### src/sas_pkg.sv
// Constants, field positions and state type of the converter sequencer.
// Assumes pclk also serves as the converter clock for all cycle figures.
package sas_pkg;

    // Register indices; the byte address is four times the index
    localparam logic [31:0] SAS_IDX_MODE1 = 32'hfffff3c0;
    localparam logic [31:0] SAS_IDX_CHAN = 32'hfffff3c2;
    localparam logic [31:0] SAS_IDX_RESULT = 32'hfffff3c4;
    localparam logic [31:0] SAS_IDX_LADDER = 32'hfffff3c8;

    // Mode register one fields
    localparam int SAS_EN_BIT = 7;
    localparam int SAS_TRIG_BIT = 6;
    localparam int SAS_FR_LSB = 3;
    localparam int SAS_EDGE_LSB = 1;
    localparam int SAS_PD_BIT = 0;
    // Ladder supply connect field
    localparam int SAS_LADDER_BIT = 0;

    // Reset values
    localparam logic [7:0] SAS_MODE1_RST = 8'h00;
    localparam logic [3:0] SAS_CHAN_RST = 4'h0;
    localparam logic SAS_LADDER_RST = 1'b0;
    localparam logic [9:0] SAS_RESULT_RST = 10'h000;

    // Edge select encodings
    localparam logic [1:0] SAS_EDGE_NONE = 2'b00;
    localparam logic [1:0] SAS_EDGE_FALL = 2'b01;
    localparam logic [1:0] SAS_EDGE_RISE = 2'b10;
    localparam logic [1:0] SAS_EDGE_BOTH = 2'b11;

    // Approximation layout
    localparam int SAS_SAR_BITS = 10;
    localparam logic [9:0] SAS_SAR_MSB = 10'h200;
    localparam int SAS_SLOTS = 12;
    localparam int SAS_SAMPLE_SLOTS = 2;

    // Conversion and stabilisation cycles per rate code
    localparam int SAS_CONV_FR0 = 168;
    localparam int SAS_CONV_FR1 = 120;
    localparam int SAS_CONV_FR2 = 84;
    localparam int SAS_CONV_FR3 = 60;
    localparam int SAS_CONV_FR4 = 48;
    localparam int SAS_CONV_FR5 = 36;
    localparam int SAS_CONV_FR7 = 12;
    localparam int SAS_STAB_FR0 = 64;
    localparam int SAS_STAB_FR1 = 60;
    localparam int SAS_STAB_FR2 = 42;
    localparam int SAS_STAB_FR3 = 30;
    localparam int SAS_STAB_FR4 = 24;
    localparam int SAS_STAB_FR5 = 18;
    localparam int SAS_STAB_FR7 = 6;

    typedef enum logic [2:0] {
        ST_IDLE,
        ST_WAIT_TRIG,
        ST_STAB,
        ST_SAMPLE,
        ST_BIT
    } sas_state_t;

endpackage : sas_pkg

### src/sas_sequencer.sv
// Successive-approximation converter sequencer with APB register slave.
// Assumes an external sample-and-hold, comparator and tapped ladder; the
// comparator answer arrives asynchronously, standby levels are on pclk.
//
// Local design decision: the APB register port.
`timescale 1ns/1ps

module sas_sequencer (
    input wire logic pclk, // APB and converter clock
    input wire logic presetn, // Asynchronous reset, active low
    input wire logic [31:0] paddr, // APB byte address
    input wire logic psel, // APB select
    input wire logic penable, // APB access phase
    input wire logic pwrite, // APB write direction
    input wire logic [31:0] pwdata, // APB write data
    output logic [31:0] prdata, // APB read data
    output logic pready, // APB ready
    output logic pslverr, // APB error on unmapped address
    input wire logic ext_trigger_in, // External trigger pin
    input wire logic comp_above_in, // Comparator: input at or above tap
    input wire logic standby_idle, // Device in idle standby
    input wire logic standby_stop, // Device in stop standby
    output logic [3:0] analog_sel, // Selected analog input
    output logic ladder_connect, // Ladder tied to reference supply
    output logic comparator_power_down, // Comparator switched off
    output logic sample_hold, // Sample-and-hold tracking
    output logic [9:0] ladder_tap, // Trial code on the ladder
    output logic conv_done_irq // Conversion done pulse
);

    // Byte address of a register index
    function automatic logic [31:0] reg_addr(input logic [31:0] idx);
        reg_addr = {idx[29:0], 2'b00};
    endfunction : reg_addr

    // One-hot trial mask for an approximation bit
    function automatic logic [9:0] trial_mask(input logic [3:0] idx);
        trial_mask = 10'h001 << idx;
    endfunction : trial_mask

    // Cycles per approximation slot for a rate code
    function automatic logic [7:0] slot_len(input logic [2:0] fr);
        int c;
        c = sas_pkg::SAS_CONV_FR0;
        unique case (fr)
            3'd0: c = sas_pkg::SAS_CONV_FR0;
            3'd1: c = sas_pkg::SAS_CONV_FR1;
            3'd2: c = sas_pkg::SAS_CONV_FR2;
            3'd3: c = sas_pkg::SAS_CONV_FR3;
            3'd4: c = sas_pkg::SAS_CONV_FR4;
            3'd5: c = sas_pkg::SAS_CONV_FR5;
            3'd6: c = sas_pkg::SAS_CONV_FR0;
            3'd7: c = sas_pkg::SAS_CONV_FR7;
        endcase
        slot_len = 8'(c / sas_pkg::SAS_SLOTS);
    endfunction : slot_len

    // Stabilisation cycles for a rate code
    function automatic logic [7:0] stab_len(input logic [2:0] fr);
        int c;
        c = sas_pkg::SAS_STAB_FR0;
        unique case (fr)
            3'd0: c = sas_pkg::SAS_STAB_FR0;
            3'd1: c = sas_pkg::SAS_STAB_FR1;
            3'd2: c = sas_pkg::SAS_STAB_FR2;
            3'd3: c = sas_pkg::SAS_STAB_FR3;
            3'd4: c = sas_pkg::SAS_STAB_FR4;
            3'd5: c = sas_pkg::SAS_STAB_FR5;
            3'd6: c = sas_pkg::SAS_STAB_FR0;
            3'd7: c = sas_pkg::SAS_STAB_FR7;
        endcase
        stab_len = 8'(c);
    endfunction : stab_len

    logic [7:0] mode_q;
    logic [3:0] chan_q;
    logic ladder_q;
    logic [9:0] result_q;
    logic [9:0] pend_val_q;
    logic pend_q;
    logic [31:0] prdata_q;
    logic pready_q;
    logic pslverr_q;
    logic trig_s1_q, trig_s2_q, trig_s3_q;
    logic comp_s1_q, comp_s2_q;
    sas_pkg::sas_state_t state_q;
    logic [7:0] cnt_q;
    logic [3:0] bit_q;
    logic [9:0] sar_q;
    logic irq_q;
    logic pd_q;
    logic sh_q;

    // Bus decode
    logic setup, wr_acc, wr_mode, wr_chan, wr_ladder, rd_result;
    assign setup = psel & ~penable;
    assign wr_acc = psel & penable & pready_q & pwrite;
    assign wr_mode = wr_acc & (paddr == reg_addr(sas_pkg::SAS_IDX_MODE1));
    assign wr_chan = wr_acc & (paddr == reg_addr(sas_pkg::SAS_IDX_CHAN));
    assign wr_ladder = wr_acc & (paddr == reg_addr(sas_pkg::SAS_IDX_LADDER));
    assign rd_result = setup & ~pwrite
        & (paddr == reg_addr(sas_pkg::SAS_IDX_RESULT));

    // Mode as it stands after this cycle's write
    logic [7:0] mode_nx;
    logic en_nx, hw_nx, pd_nx, halted, abort;
    logic [2:0] fr_nx;
    assign mode_nx = wr_mode ? pwdata[7:0] : mode_q;
    assign en_nx = mode_nx[sas_pkg::SAS_EN_BIT];
    assign hw_nx = mode_nx[sas_pkg::SAS_TRIG_BIT];
    assign pd_nx = mode_nx[sas_pkg::SAS_PD_BIT];
    assign fr_nx = mode_nx[sas_pkg::SAS_FR_LSB +: 3];
    assign halted = standby_idle | standby_stop;
    assign abort = halted | ~en_nx | wr_mode | wr_chan;

    // Edge qualification on the synchronised trigger
    logic rise, fall, trig_edge;
    logic [1:0] edge_sel;
    assign edge_sel = mode_q[sas_pkg::SAS_EDGE_LSB +: 2];
    assign rise = trig_s2_q & ~trig_s3_q;
    assign fall = ~trig_s2_q & trig_s3_q;
    assign trig_edge =
        (rise & (edge_sel == sas_pkg::SAS_EDGE_RISE))
        | (fall & (edge_sel == sas_pkg::SAS_EDGE_FALL))
        | ((rise | fall) & (edge_sel == sas_pkg::SAS_EDGE_BOTH));

    // Decision on the current trial bit
    logic [9:0] sar_decided;
    logic slot_end, done_now;
    assign sar_decided = comp_s2_q ? sar_q : (sar_q & ~trial_mask(bit_q));
    assign slot_end = (cnt_q == 8'h00);
    assign done_now = ~abort & (state_q == sas_pkg::ST_BIT) & slot_end
        & (bit_q == 4'h0);

    // Read mux
    logic [31:0] rd_val;
    logic mapped;
    always_comb begin
        rd_val = 32'h0000_0000;
        mapped = 1'b1;
        if (paddr == reg_addr(sas_pkg::SAS_IDX_MODE1)) begin
            rd_val = {24'h00_0000, mode_q};
        end else if (paddr == reg_addr(sas_pkg::SAS_IDX_CHAN)) begin
            rd_val = {28'h000_0000, chan_q};
        end else if (paddr == reg_addr(sas_pkg::SAS_IDX_RESULT)) begin
            rd_val = {22'h00_0000, result_q};
        end else if (paddr == reg_addr(sas_pkg::SAS_IDX_LADDER)) begin
            rd_val = {31'h0000_0000, ladder_q};
        end else begin
            mapped = 1'b0;
        end
    end

    // APB answer: data latched in setup, ready in the access cycle
    always_ff @(posedge pclk or negedge presetn) begin
        if (!presetn) begin
            prdata_q <= 32'h0000_0000;
            pready_q <= 1'b0;
            pslverr_q <= 1'b0;
        end else begin
            pready_q <= setup;
            pslverr_q <= setup & ~mapped;
            if (setup && !pwrite) begin
                prdata_q <= rd_val;
            end
        end
    end

    // Software registers
    always_ff @(posedge pclk or negedge presetn) begin
        if (!presetn) begin
            mode_q <= sas_pkg::SAS_MODE1_RST;
            chan_q <= sas_pkg::SAS_CHAN_RST;
            ladder_q <= sas_pkg::SAS_LADDER_RST;
        end else begin
            mode_q <= mode_nx;
            if (wr_chan) begin
                chan_q <= pwdata[3:0];
            end
            if (wr_ladder) begin
                ladder_q <= pwdata[sas_pkg::SAS_LADDER_BIT];
            end
        end
    end

    // Trigger and comparator synchronisers
    always_ff @(posedge pclk or negedge presetn) begin
        if (!presetn) begin
            trig_s1_q <= 1'b0;
            trig_s2_q <= 1'b0;
            trig_s3_q <= 1'b0;
            comp_s1_q <= 1'b0;
            comp_s2_q <= 1'b0;
        end else begin
            trig_s1_q <= ext_trigger_in;
            trig_s2_q <= trig_s1_q;
            trig_s3_q <= trig_s2_q;
            comp_s1_q <= comp_above_in;
            comp_s2_q <= comp_s1_q;
        end
    end

    // Conversion sequencer
    always_ff @(posedge pclk or negedge presetn) begin
        if (!presetn) begin
            state_q <= sas_pkg::ST_IDLE;
            cnt_q <= 8'h00;
            bit_q <= 4'h0;
            sar_q <= 10'h000;
        end else if (halted || !en_nx) begin
            state_q <= sas_pkg::ST_IDLE;
        end else if (wr_mode || wr_chan || state_q == sas_pkg::ST_IDLE
                     || (state_q == sas_pkg::ST_WAIT_TRIG && trig_edge)
                     || done_now) begin
            // Fresh start, or wait for an edge in hardware mode
            if (hw_nx && !(state_q == sas_pkg::ST_WAIT_TRIG && trig_edge
                           && !wr_mode && !wr_chan)) begin
                state_q <= sas_pkg::ST_WAIT_TRIG;
            end else if (pd_nx) begin
                state_q <= sas_pkg::ST_STAB;
                cnt_q <= stab_len(fr_nx) - 8'h01;
            end else begin
                state_q <= sas_pkg::ST_SAMPLE;
                cnt_q <= 8'(slot_len(fr_nx) * 2) - 8'h01;
            end
            sar_q <= 10'h000;
        end else begin
            unique case (state_q)
                sas_pkg::ST_WAIT_TRIG: begin
                    state_q <= sas_pkg::ST_WAIT_TRIG;
                end
                sas_pkg::ST_STAB: begin
                    if (slot_end) begin
                        state_q <= sas_pkg::ST_SAMPLE;
                        cnt_q <= 8'(slot_len(fr_nx) * 2) - 8'h01;
                    end else begin
                        cnt_q <= cnt_q - 8'h01;
                    end
                end
                sas_pkg::ST_SAMPLE: begin
                    if (slot_end) begin
                        state_q <= sas_pkg::ST_BIT;
                        bit_q <= 4'(sas_pkg::SAS_SAR_BITS - 1);
                        sar_q <= sas_pkg::SAS_SAR_MSB;
                        cnt_q <= slot_len(fr_nx) - 8'h01;
                    end else begin
                        cnt_q <= cnt_q - 8'h01;
                    end
                end
                sas_pkg::ST_BIT: begin
                    if (slot_end) begin
                        // Keep or drop, then try the next lower bit
                        sar_q <= sar_decided | trial_mask(bit_q - 4'h1);
                        bit_q <= bit_q - 4'h1;
                        cnt_q <= slot_len(fr_nx) - 8'h01;
                    end else begin
                        cnt_q <= cnt_q - 8'h01;
                    end
                end
                default: begin
                    state_q <= sas_pkg::ST_IDLE;
                end
            endcase
        end
    end

    // Result update, deferred one cycle behind a coinciding read
    logic result_we;
    logic [9:0] result_val;
    assign result_we = (done_now & ~rd_result) | (pend_q & ~rd_result);
    assign result_val = pend_q ? pend_val_q : sar_decided;
    always_ff @(posedge pclk or negedge presetn) begin
        if (!presetn) begin
            result_q <= sas_pkg::SAS_RESULT_RST;
            pend_q <= 1'b0;
            pend_val_q <= 10'h000;
            irq_q <= 1'b0;
        end else begin
            irq_q <= result_we;
            if (result_we) begin
                result_q <= result_val;
            end
            if (done_now) begin
                pend_val_q <= sar_decided;
            end
            pend_q <= rd_result & (done_now | pend_q);
        end
    end

    // Analog side controls
    always_ff @(posedge pclk or negedge presetn) begin
        if (!presetn) begin
            pd_q <= 1'b0;
            sh_q <= 1'b0;
        end else begin
            pd_q <= mode_q[sas_pkg::SAS_PD_BIT] & ~mode_q[sas_pkg::SAS_EN_BIT];
            sh_q <= (state_q == sas_pkg::ST_SAMPLE);
        end
    end

    assign prdata = prdata_q;
    assign pready = pready_q;
    assign pslverr = pslverr_q;
    assign analog_sel = chan_q;
    assign ladder_connect = ladder_q;
    assign comparator_power_down = pd_q;
    assign sample_hold = sh_q;
    assign ladder_tap = sar_q;
    assign conv_done_irq = irq_q;
endmodule : sas_sequencer

### config.mk
export PLATFORM = sky130hd
export DESIGN_NAME = sas_sequencer
export DESIGN_NICKNAME = d
export VERILOG_FILES = /design/src/sas_pkg.sv /design/src/sas_sequencer.sv
export SDC_FILE = /design/constraint.sdc
export NUM_CORES = 1
export LEC_CHECK = 0
export CORE_MARGIN = 2
export CORE_UTILIZATION = 30
export CTS_CLUSTER_DIAMETER = 120
export CTS_CLUSTER_SIZE = 28
export DETAILED_ROUTE_END_ITERATION = 7
export DONT_BUFFER_PORTS = 1
export GPL_ROUTABILITY_DRIVEN = 0
export SLEW_MARGIN = 0
export SYNTH_ARGS = -nofsm -noshare
export SYNTH_HDL_FRONTEND = slang
export SYNTH_SLANG_ARGS = --single-unit
### constraint.sdc
create_clock -name pclk -period 8.37 [get_ports pclk]
set_clock_uncertainty 0.15 [all_clocks]
set_input_delay 2.0925 -clock pclk [delete_from_list [all_inputs] [get_ports pclk]]
set_output_delay 2.0925 -clock pclk [all_outputs]
set_load 0.005 [all_outputs]
== After elaboration in Yosys (flattened, before gate mapping) ==
Memory sizes are Yosys's and may differ from the RTL's.
Index checks and enable logic that the tools add are counted.
Storage, ports and cells
  memories kept: 5
  input port bits: 73
  logic and storage cells: 181
  ROM bits: 240
  output and inout bits: 52
  register bits: 101
Operators by class
  add/subtract/negate cells: 7
  bitwise operators: 45
  shift operators: 2
  multiplexer cells: 52
  eq/ne operators: 19
  reduce and logical (&&, ||, !) cells: 25
  div/mod/pow operators: 4
Memory list
  (no name shown): depth 8, bits a word 6, read ports 1, clocked after Yosys merged registers in 0, wr ports 0, line sas_sequencer.sv:62  | unique case (fr)
  (no name shown): depth 8, bits a word 6, read ports 1, clocked after Yosys merged registers in 0, wr ports 0, line sas_sequencer.sv:45  | unique case (fr)
  (no name shown): depth 8, bits a word 6, read ports 1, clocked after Yosys merged registers in 0, wr ports 0, line sas_sequencer.sv:45
  (no name shown): depth 8, bits a word 6, read ports 1, clocked after Yosys merged registers in 0, wr ports 0, line sas_sequencer.sv:45
  (no name shown): depth 8, bits a word 6, read ports 1, clocked after Yosys merged registers in 0, wr ports 0, line sas_sequencer.sv:45
Operators by type and width (number)
  $mux 32: 16
  $div 32x5->32 const B: 4
  $eq 32x32->1 const B: 4
  $mux 8: 11
  $mux 10: 8
  $sub 8x1->8 const B: 6
  $pmux 8 s3: 1
  $and 1x1->1: 22
  $pmux 10 s2: 1
  $shl 1x4->10 const A: 2
  $mux 3: 4
  $pmux 3 s4: 1
  $not 1->1: 11
  $and 10x10->10: 1
  $not 10->10: 1
  $or 10x10->10: 1
  $or 1x1->1: 9
  $logic_not 8->1: 1
  $mux 4: 2
  $ne 4x4->1 const B: 2
  $pmux 4 s2: 1
  $eq 3x2->1 const B: 2
  $mux 1: 6
  $ne 2x2->1 const B: 3
  other kinds (20): 34

== Logic depth before layout (Yosys ltp) ==
  depth in word-level cells: 21
  gate-level depth with buffers: 20
  depth with buffers taken out: 20

== Worst setup path before layout ==
Ideal clock, no wire load.
  path kind: in2reg
  start point: input port paddr[23]
  end point: register cnt_q[2]
  required time: 8.138 ns
  buffers on the path: 2
  stages on the path: 19
  arrival: 6.332 ns
  path slack: 1.806 ns
  cell sequence: nand4_1 -> or4_1 -> buf_2 -> nor4_4 -> mux2_2 -> inv_1 -> ha_1 -> clkbuf_1 -> inv_1 -> o31ai_1 -> mux2_2 -> mux2i_1 -> a211oi_1 -> nor2_1 -> ha_1 -> xor2_1 -> mux2_2 -> a211o_1 -> a31oi_1
Between the ends
  elaborated cells on any way between the ends: 70
  those cells by class: add/sub (5); div (4); eq/ne (3); mux (28); bitwise (11); reduce/logical (14); memory (5)
RTL lines
  from (decl): line sas_sequencer.sv:11  | input wire logic [31:0] paddr,
  $eq 32x32->1 *: line sas_sequencer.sv:98  | assign wr_mode = wr_acc & (paddr == reg_addr(sas_pkg::SAS_IDX_MODE1));
  $and 1x1->1 *: line sas_sequencer.sv:98
  $mux 8 *: line sas_sequencer.sv:108  | assign mode_nx = wr_mode ? pwdata[7:0] : mode_q;
  net mode_nx[3]: line sas_sequencer.sv:105  | logic [7:0] mode_nx;
  $mem_v2 8x6
  $mux 32 (on tied branches)
  $mux 32 (on tied branches): line sas_sequencer.sv:228, sas_sequencer.sv:216
  $mux 32: line sas_sequencer.sv:212  | end else if (wr_mode || wr_chan || state_q == sas_pkg::ST_IDLE
  $mux 32: line sas_sequencer.sv:210  | end else if (halted || !en_nx) begin
  $div 32x5->32: line sas_sequencer.sv:55  | slot_len = 8'(c / sas_pkg::SAS_SLOTS);
  $sub 8x1->8 (on tied branches)
  $mux 8 (on tied branches)
  $pmux 8 s3 or $mux 8 (tied branches): line sas_sequencer.sv:228, sas_sequencer.sv:216
  $mux 8 *: line sas_sequencer.sv:212
  to (signal assigned): line sas_sequencer.sv:235  | cnt_q <= 8'(slot_len(fr_nx) * 2) - 8'h01;
  to (signal assigned): line sas_sequencer.sv:255  | cnt_q <= slot_len(fr_nx) - 8'h01;
  to (signal assigned): line sas_sequencer.sv:257  | cnt_q <= cnt_q - 8'h01;
  to (decl): line sas_sequencer.sv:87  | logic [7:0] cnt_q;
Mark *: on every way through the listed nets, which the timed path passes. The rest lies on a longest branch. The select of a mux whose other input is x is not followed.
A chain may end at the register's enable or synchronous reset.

== Worst setup path after layout ==
  start point: input port paddr[30]
  end point: register cnt_q[2]
Same word-level chain as after synthesis.

==> impl_results.md <==
* Largest area contributor in the netlist: dfrtp_1
* Maximum vdd drop at about 0.073 mV
* Initial antenna violation count at 0
* Clk pwr share at 49.6%
* Die Footprint at 0.0178 sq mm
* Finish-stage setup viols at 0
* Final nets at 647
* Core footprint at 0.0165 sq mm
* Vias in the first global route at 3934
* Sequential area share after synthesis at 39.4%
* Logic pwr share at 2.0%
* Die Wd at 133 microns
* Net Sw Frac at 21.2%
* Hold Path Class: flop to flop
* CTS Buffer Depth at 2
* IO Port Bufs at 0
* Syn Area/Cell at 8.87 sq um
* Outcome: complete, no violations
* Share of async-settable or async-resettable flops after synthesis at 100%
* CP cell instances: nand4_1, or4_1, nor4_4, buf_4, mux2_2, inv_1, ha_1, nor2b_1, o21ai_0, o31ai_1, mux2_2, o21ai_0, mux2i_1, a211oi_1, nor2_1, ha_1, xor2_1, mux2_2, a211o_1, a31oi_1
* Leading cell types by total area after synthesis: dfrtp_1 39%, mux2_2 4.9%, nor2_1 4.2%
* Crit end category: flop
* Cells after synthesis at 566
* Top cell by count, worst path: mux2_2
* Post-CTS sizing at 0
* Fin. Hold Viols at 0
* Crit Path Category: input port to flop
* Antenna Violating Nets Remaining at 0
* CP startpoint kind: input port
* WHS at between 0.15 and 0.2 ns
* CTS H-Tree Depth at 3
* Vias/cell at about 5.4
* Most used DFF post-synth: dfrtp_1
* N_diodes at 0
* Slowest-stage cell, CP: or4_1
* # rows at 47
* Final wirelength at about 13000 microns
* Total I/O pin count at 125
* Layout cells sized above 1 at a little under a tenth
* Reg2reg end: cnt_q[2]
* Critical path fanouts, max at 17
* Starting Density at 30.5%
* Max-slew violations at 0
* DR iter-0 viols at 302
* Total CTS buffers at 9
* Pwr Density at 150 mW/mm^2
* Slew headroom at 46.3%
* Clk sinks at 79
* RSZ-0062 raised after global routing: no
* DR pass1 iterations at 5
* YS warnings at 0
* Yosys cell types at 65
* Fin crit share at between 70% and 80%
* CTS Hold Buffers Added at 0
* Worst-Skew Late Latency at roughly 0.34 ns
* Max_cap viols at 0
* Switching component of the power at 174 uW
* Pint at 644 uW
* Overflow after GRT at 0
* DIE HEIGHT at roughly 130 microns
* Layout area overhead at 9.00%
* TritonCTS clock tree: yes
* Post-synth top area share at between 30% and 40%
* Reg2reg path depth at 20
* Critical path arrival at approximately 6.8 ns
* HPWL Detailed at 9670 microns
* Reg2reg setup slack at 3.52 ns
* Leak Pwr at 2.22 nW
* First-pass GRT wire length at 20700 microns
* Final min period at 6.69 ns
* Setup TNS at 0 ns
* Clock-pin slew on the worst setup and hold paths at around 0.06 ns
* Number of synthesized flops with an enable pin at 0
* Pin count of the biggest net entering global routing at 80
* Post-Syn Area at 0.00502 sq mm
* Total global-route track usage at 14.6%
* Register share of total power at 48.4%
* CP max stage delay at 0.68 ns
* DRC at 0
* Worst setup endpoint: cnt_q[2]
* Max Fclk at 0.149 GHz
* DR WL/cell at 16.4 microns
* Tightest Pin Transition at 0.799 ns
* Clk root buf: clkbuf_16
* Post-CTS Repair Setup Buffers at 0
* Crit path required time at 8.47 ns
* Seq cells post-synth at a little under 80
* Reg-to-Reg Start: pready
* CP startpoint: paddr[30]
* Via Count at 4198
[worst max-delay path: cells and delay by family]
| kind | cells | cell delay, ns |
|---|---|---|
| and+or+nand+nor | 5 | 1.24 |
| buffers and inverters | 2 | 0.47 |
| adders and majority gates | 2 | 0.53 |
| xor gates and xnor gates | 1 | 0.19 |
| muxes | 4 | 1.10 |
| AOI/OAI and AO/OA | 6 | 1.14 |
[kinds of logic after synthesis]
| family | after synthesis | share of synthesized area, % |
|---|---|---|
| compound gates | 161 | 21.1 |
| xor+xnor | 9 | 1.57 |
| fa+ha+maj | 16 | 3.99 |
| buf+inv | 74 | 7.30 |
| flops | 79 | 39.4 |
| mux | 40 | 8.53 |
| other cells | 1 | 0.0747 |
| simple gates | 186 | 18.0 |
[power groups by stage]
| stage | clock network [mW] | logic, mW | registers (mW) |
|---|---|---|---|
| after floorplan | 0 | 0.0224 | 0.401 |
| after global placement | 0 | 0.0155 | 0.403 |
| after detailed placement | 0 | 0.0161 | 0.403 |
| after CTS | 0.413 | 0.0162 | 0.396 |
| after global routing | 0.430 | 0.0193 | 0.396 |
| final | 0.406 | 0.0164 | 0.396 |
[per-layer routing]
metal,global-route usage [%],vias up,part of all wire (%)
met2,23.2,155,47
met5,0,-,0
met1,19.8,2035,45
met3,3.65,13,6.7
li1,-,1995,-
met4,4.08,0,1.3
[flip-flops by register name, indices dropped and copies added, names as in the netlist]
signal,count
analog_sel,4
bit_q,4
cnt_q,8
comp_s1_q,1
comp_s2_q,1
comparator_power_down,1
conv_done_irq,1
ladder_connect,1
ladder_tap,10
mode_q,8
pend_q,1
pend_val_q,10
prdata,10
pready,1
pslverr,1
result_q,10
sample_hold,1
state_q,3
trig_s1_q,1
trig_s2_q,1
trig_s3_q,1
[metrics by stage]
stage	power (mW)	cells	cell area, sq um	setup slack, ns	utilization [%]
4_1_cts	0.826	783	5470	1.72	33.2
3_3_place_gp	0.418	767	5160	1.50	31.4
2_1_floorplan	0.424	587	5100	1.81	-
6_report	0.818	783	5470	1.68	33.2
3_5_place_dp	0.419	767	5160	1.37	31.4
5_1_grt	0.846	783	5470	1.29	33.2
[synth_stat cells, types with 15 or more instances]
library cell and n:
a21oi_1 40, a22oi_1 15, buf_4 22, clkbuf_1 19, dfrtp_1 79, ha_1 16
inv_1 27, mux2_2 22, mux2i_1 18, nand2_1 49, nand3_1 15, nor2_1 56
nor3_1 18, o21ai_0 31
[worst min-delay path by stage]
stage                   start   endpoint  slack (ns)  depth (start not counted)
floorplan           comp_s1_q  comp_s2_q        0.18                          0
global placement    comp_s1_q  comp_s2_q        0.18                          0
global route        trig_s1_q  trig_s2_q        0.22                          0
detailed placement  comp_s1_q  comp_s2_q        0.19                          0
CTS                 comp_s1_q  comp_s2_q        0.20                          0
finish              comp_s1_q  comp_s2_q        0.20                          0
[placed cells by master (no fill, tap or decap), drive strengths merged, types with 16 or more instances in the layout]
cell,n
dfrtp,79
nor2,56
nand2,49
a21oi,40
o21ai,40
inv,28
mux2,22
conb,22
nor3,19
mux2i,18
ha,16
[cell type report]
type | instances | area [sq um]
repair buffers | 6 | 45.0
inverters | 28 | 105
clock inverters | 4 | 51.3
multi-input cells | 434 | 2760
fillers | 1685 | 11000
clock buffers | 12 | 256
well taps | 220 | 275
flip-flops and latches | 79 | 1980
No activity file was read; power rests on OpenSTA's default activity.
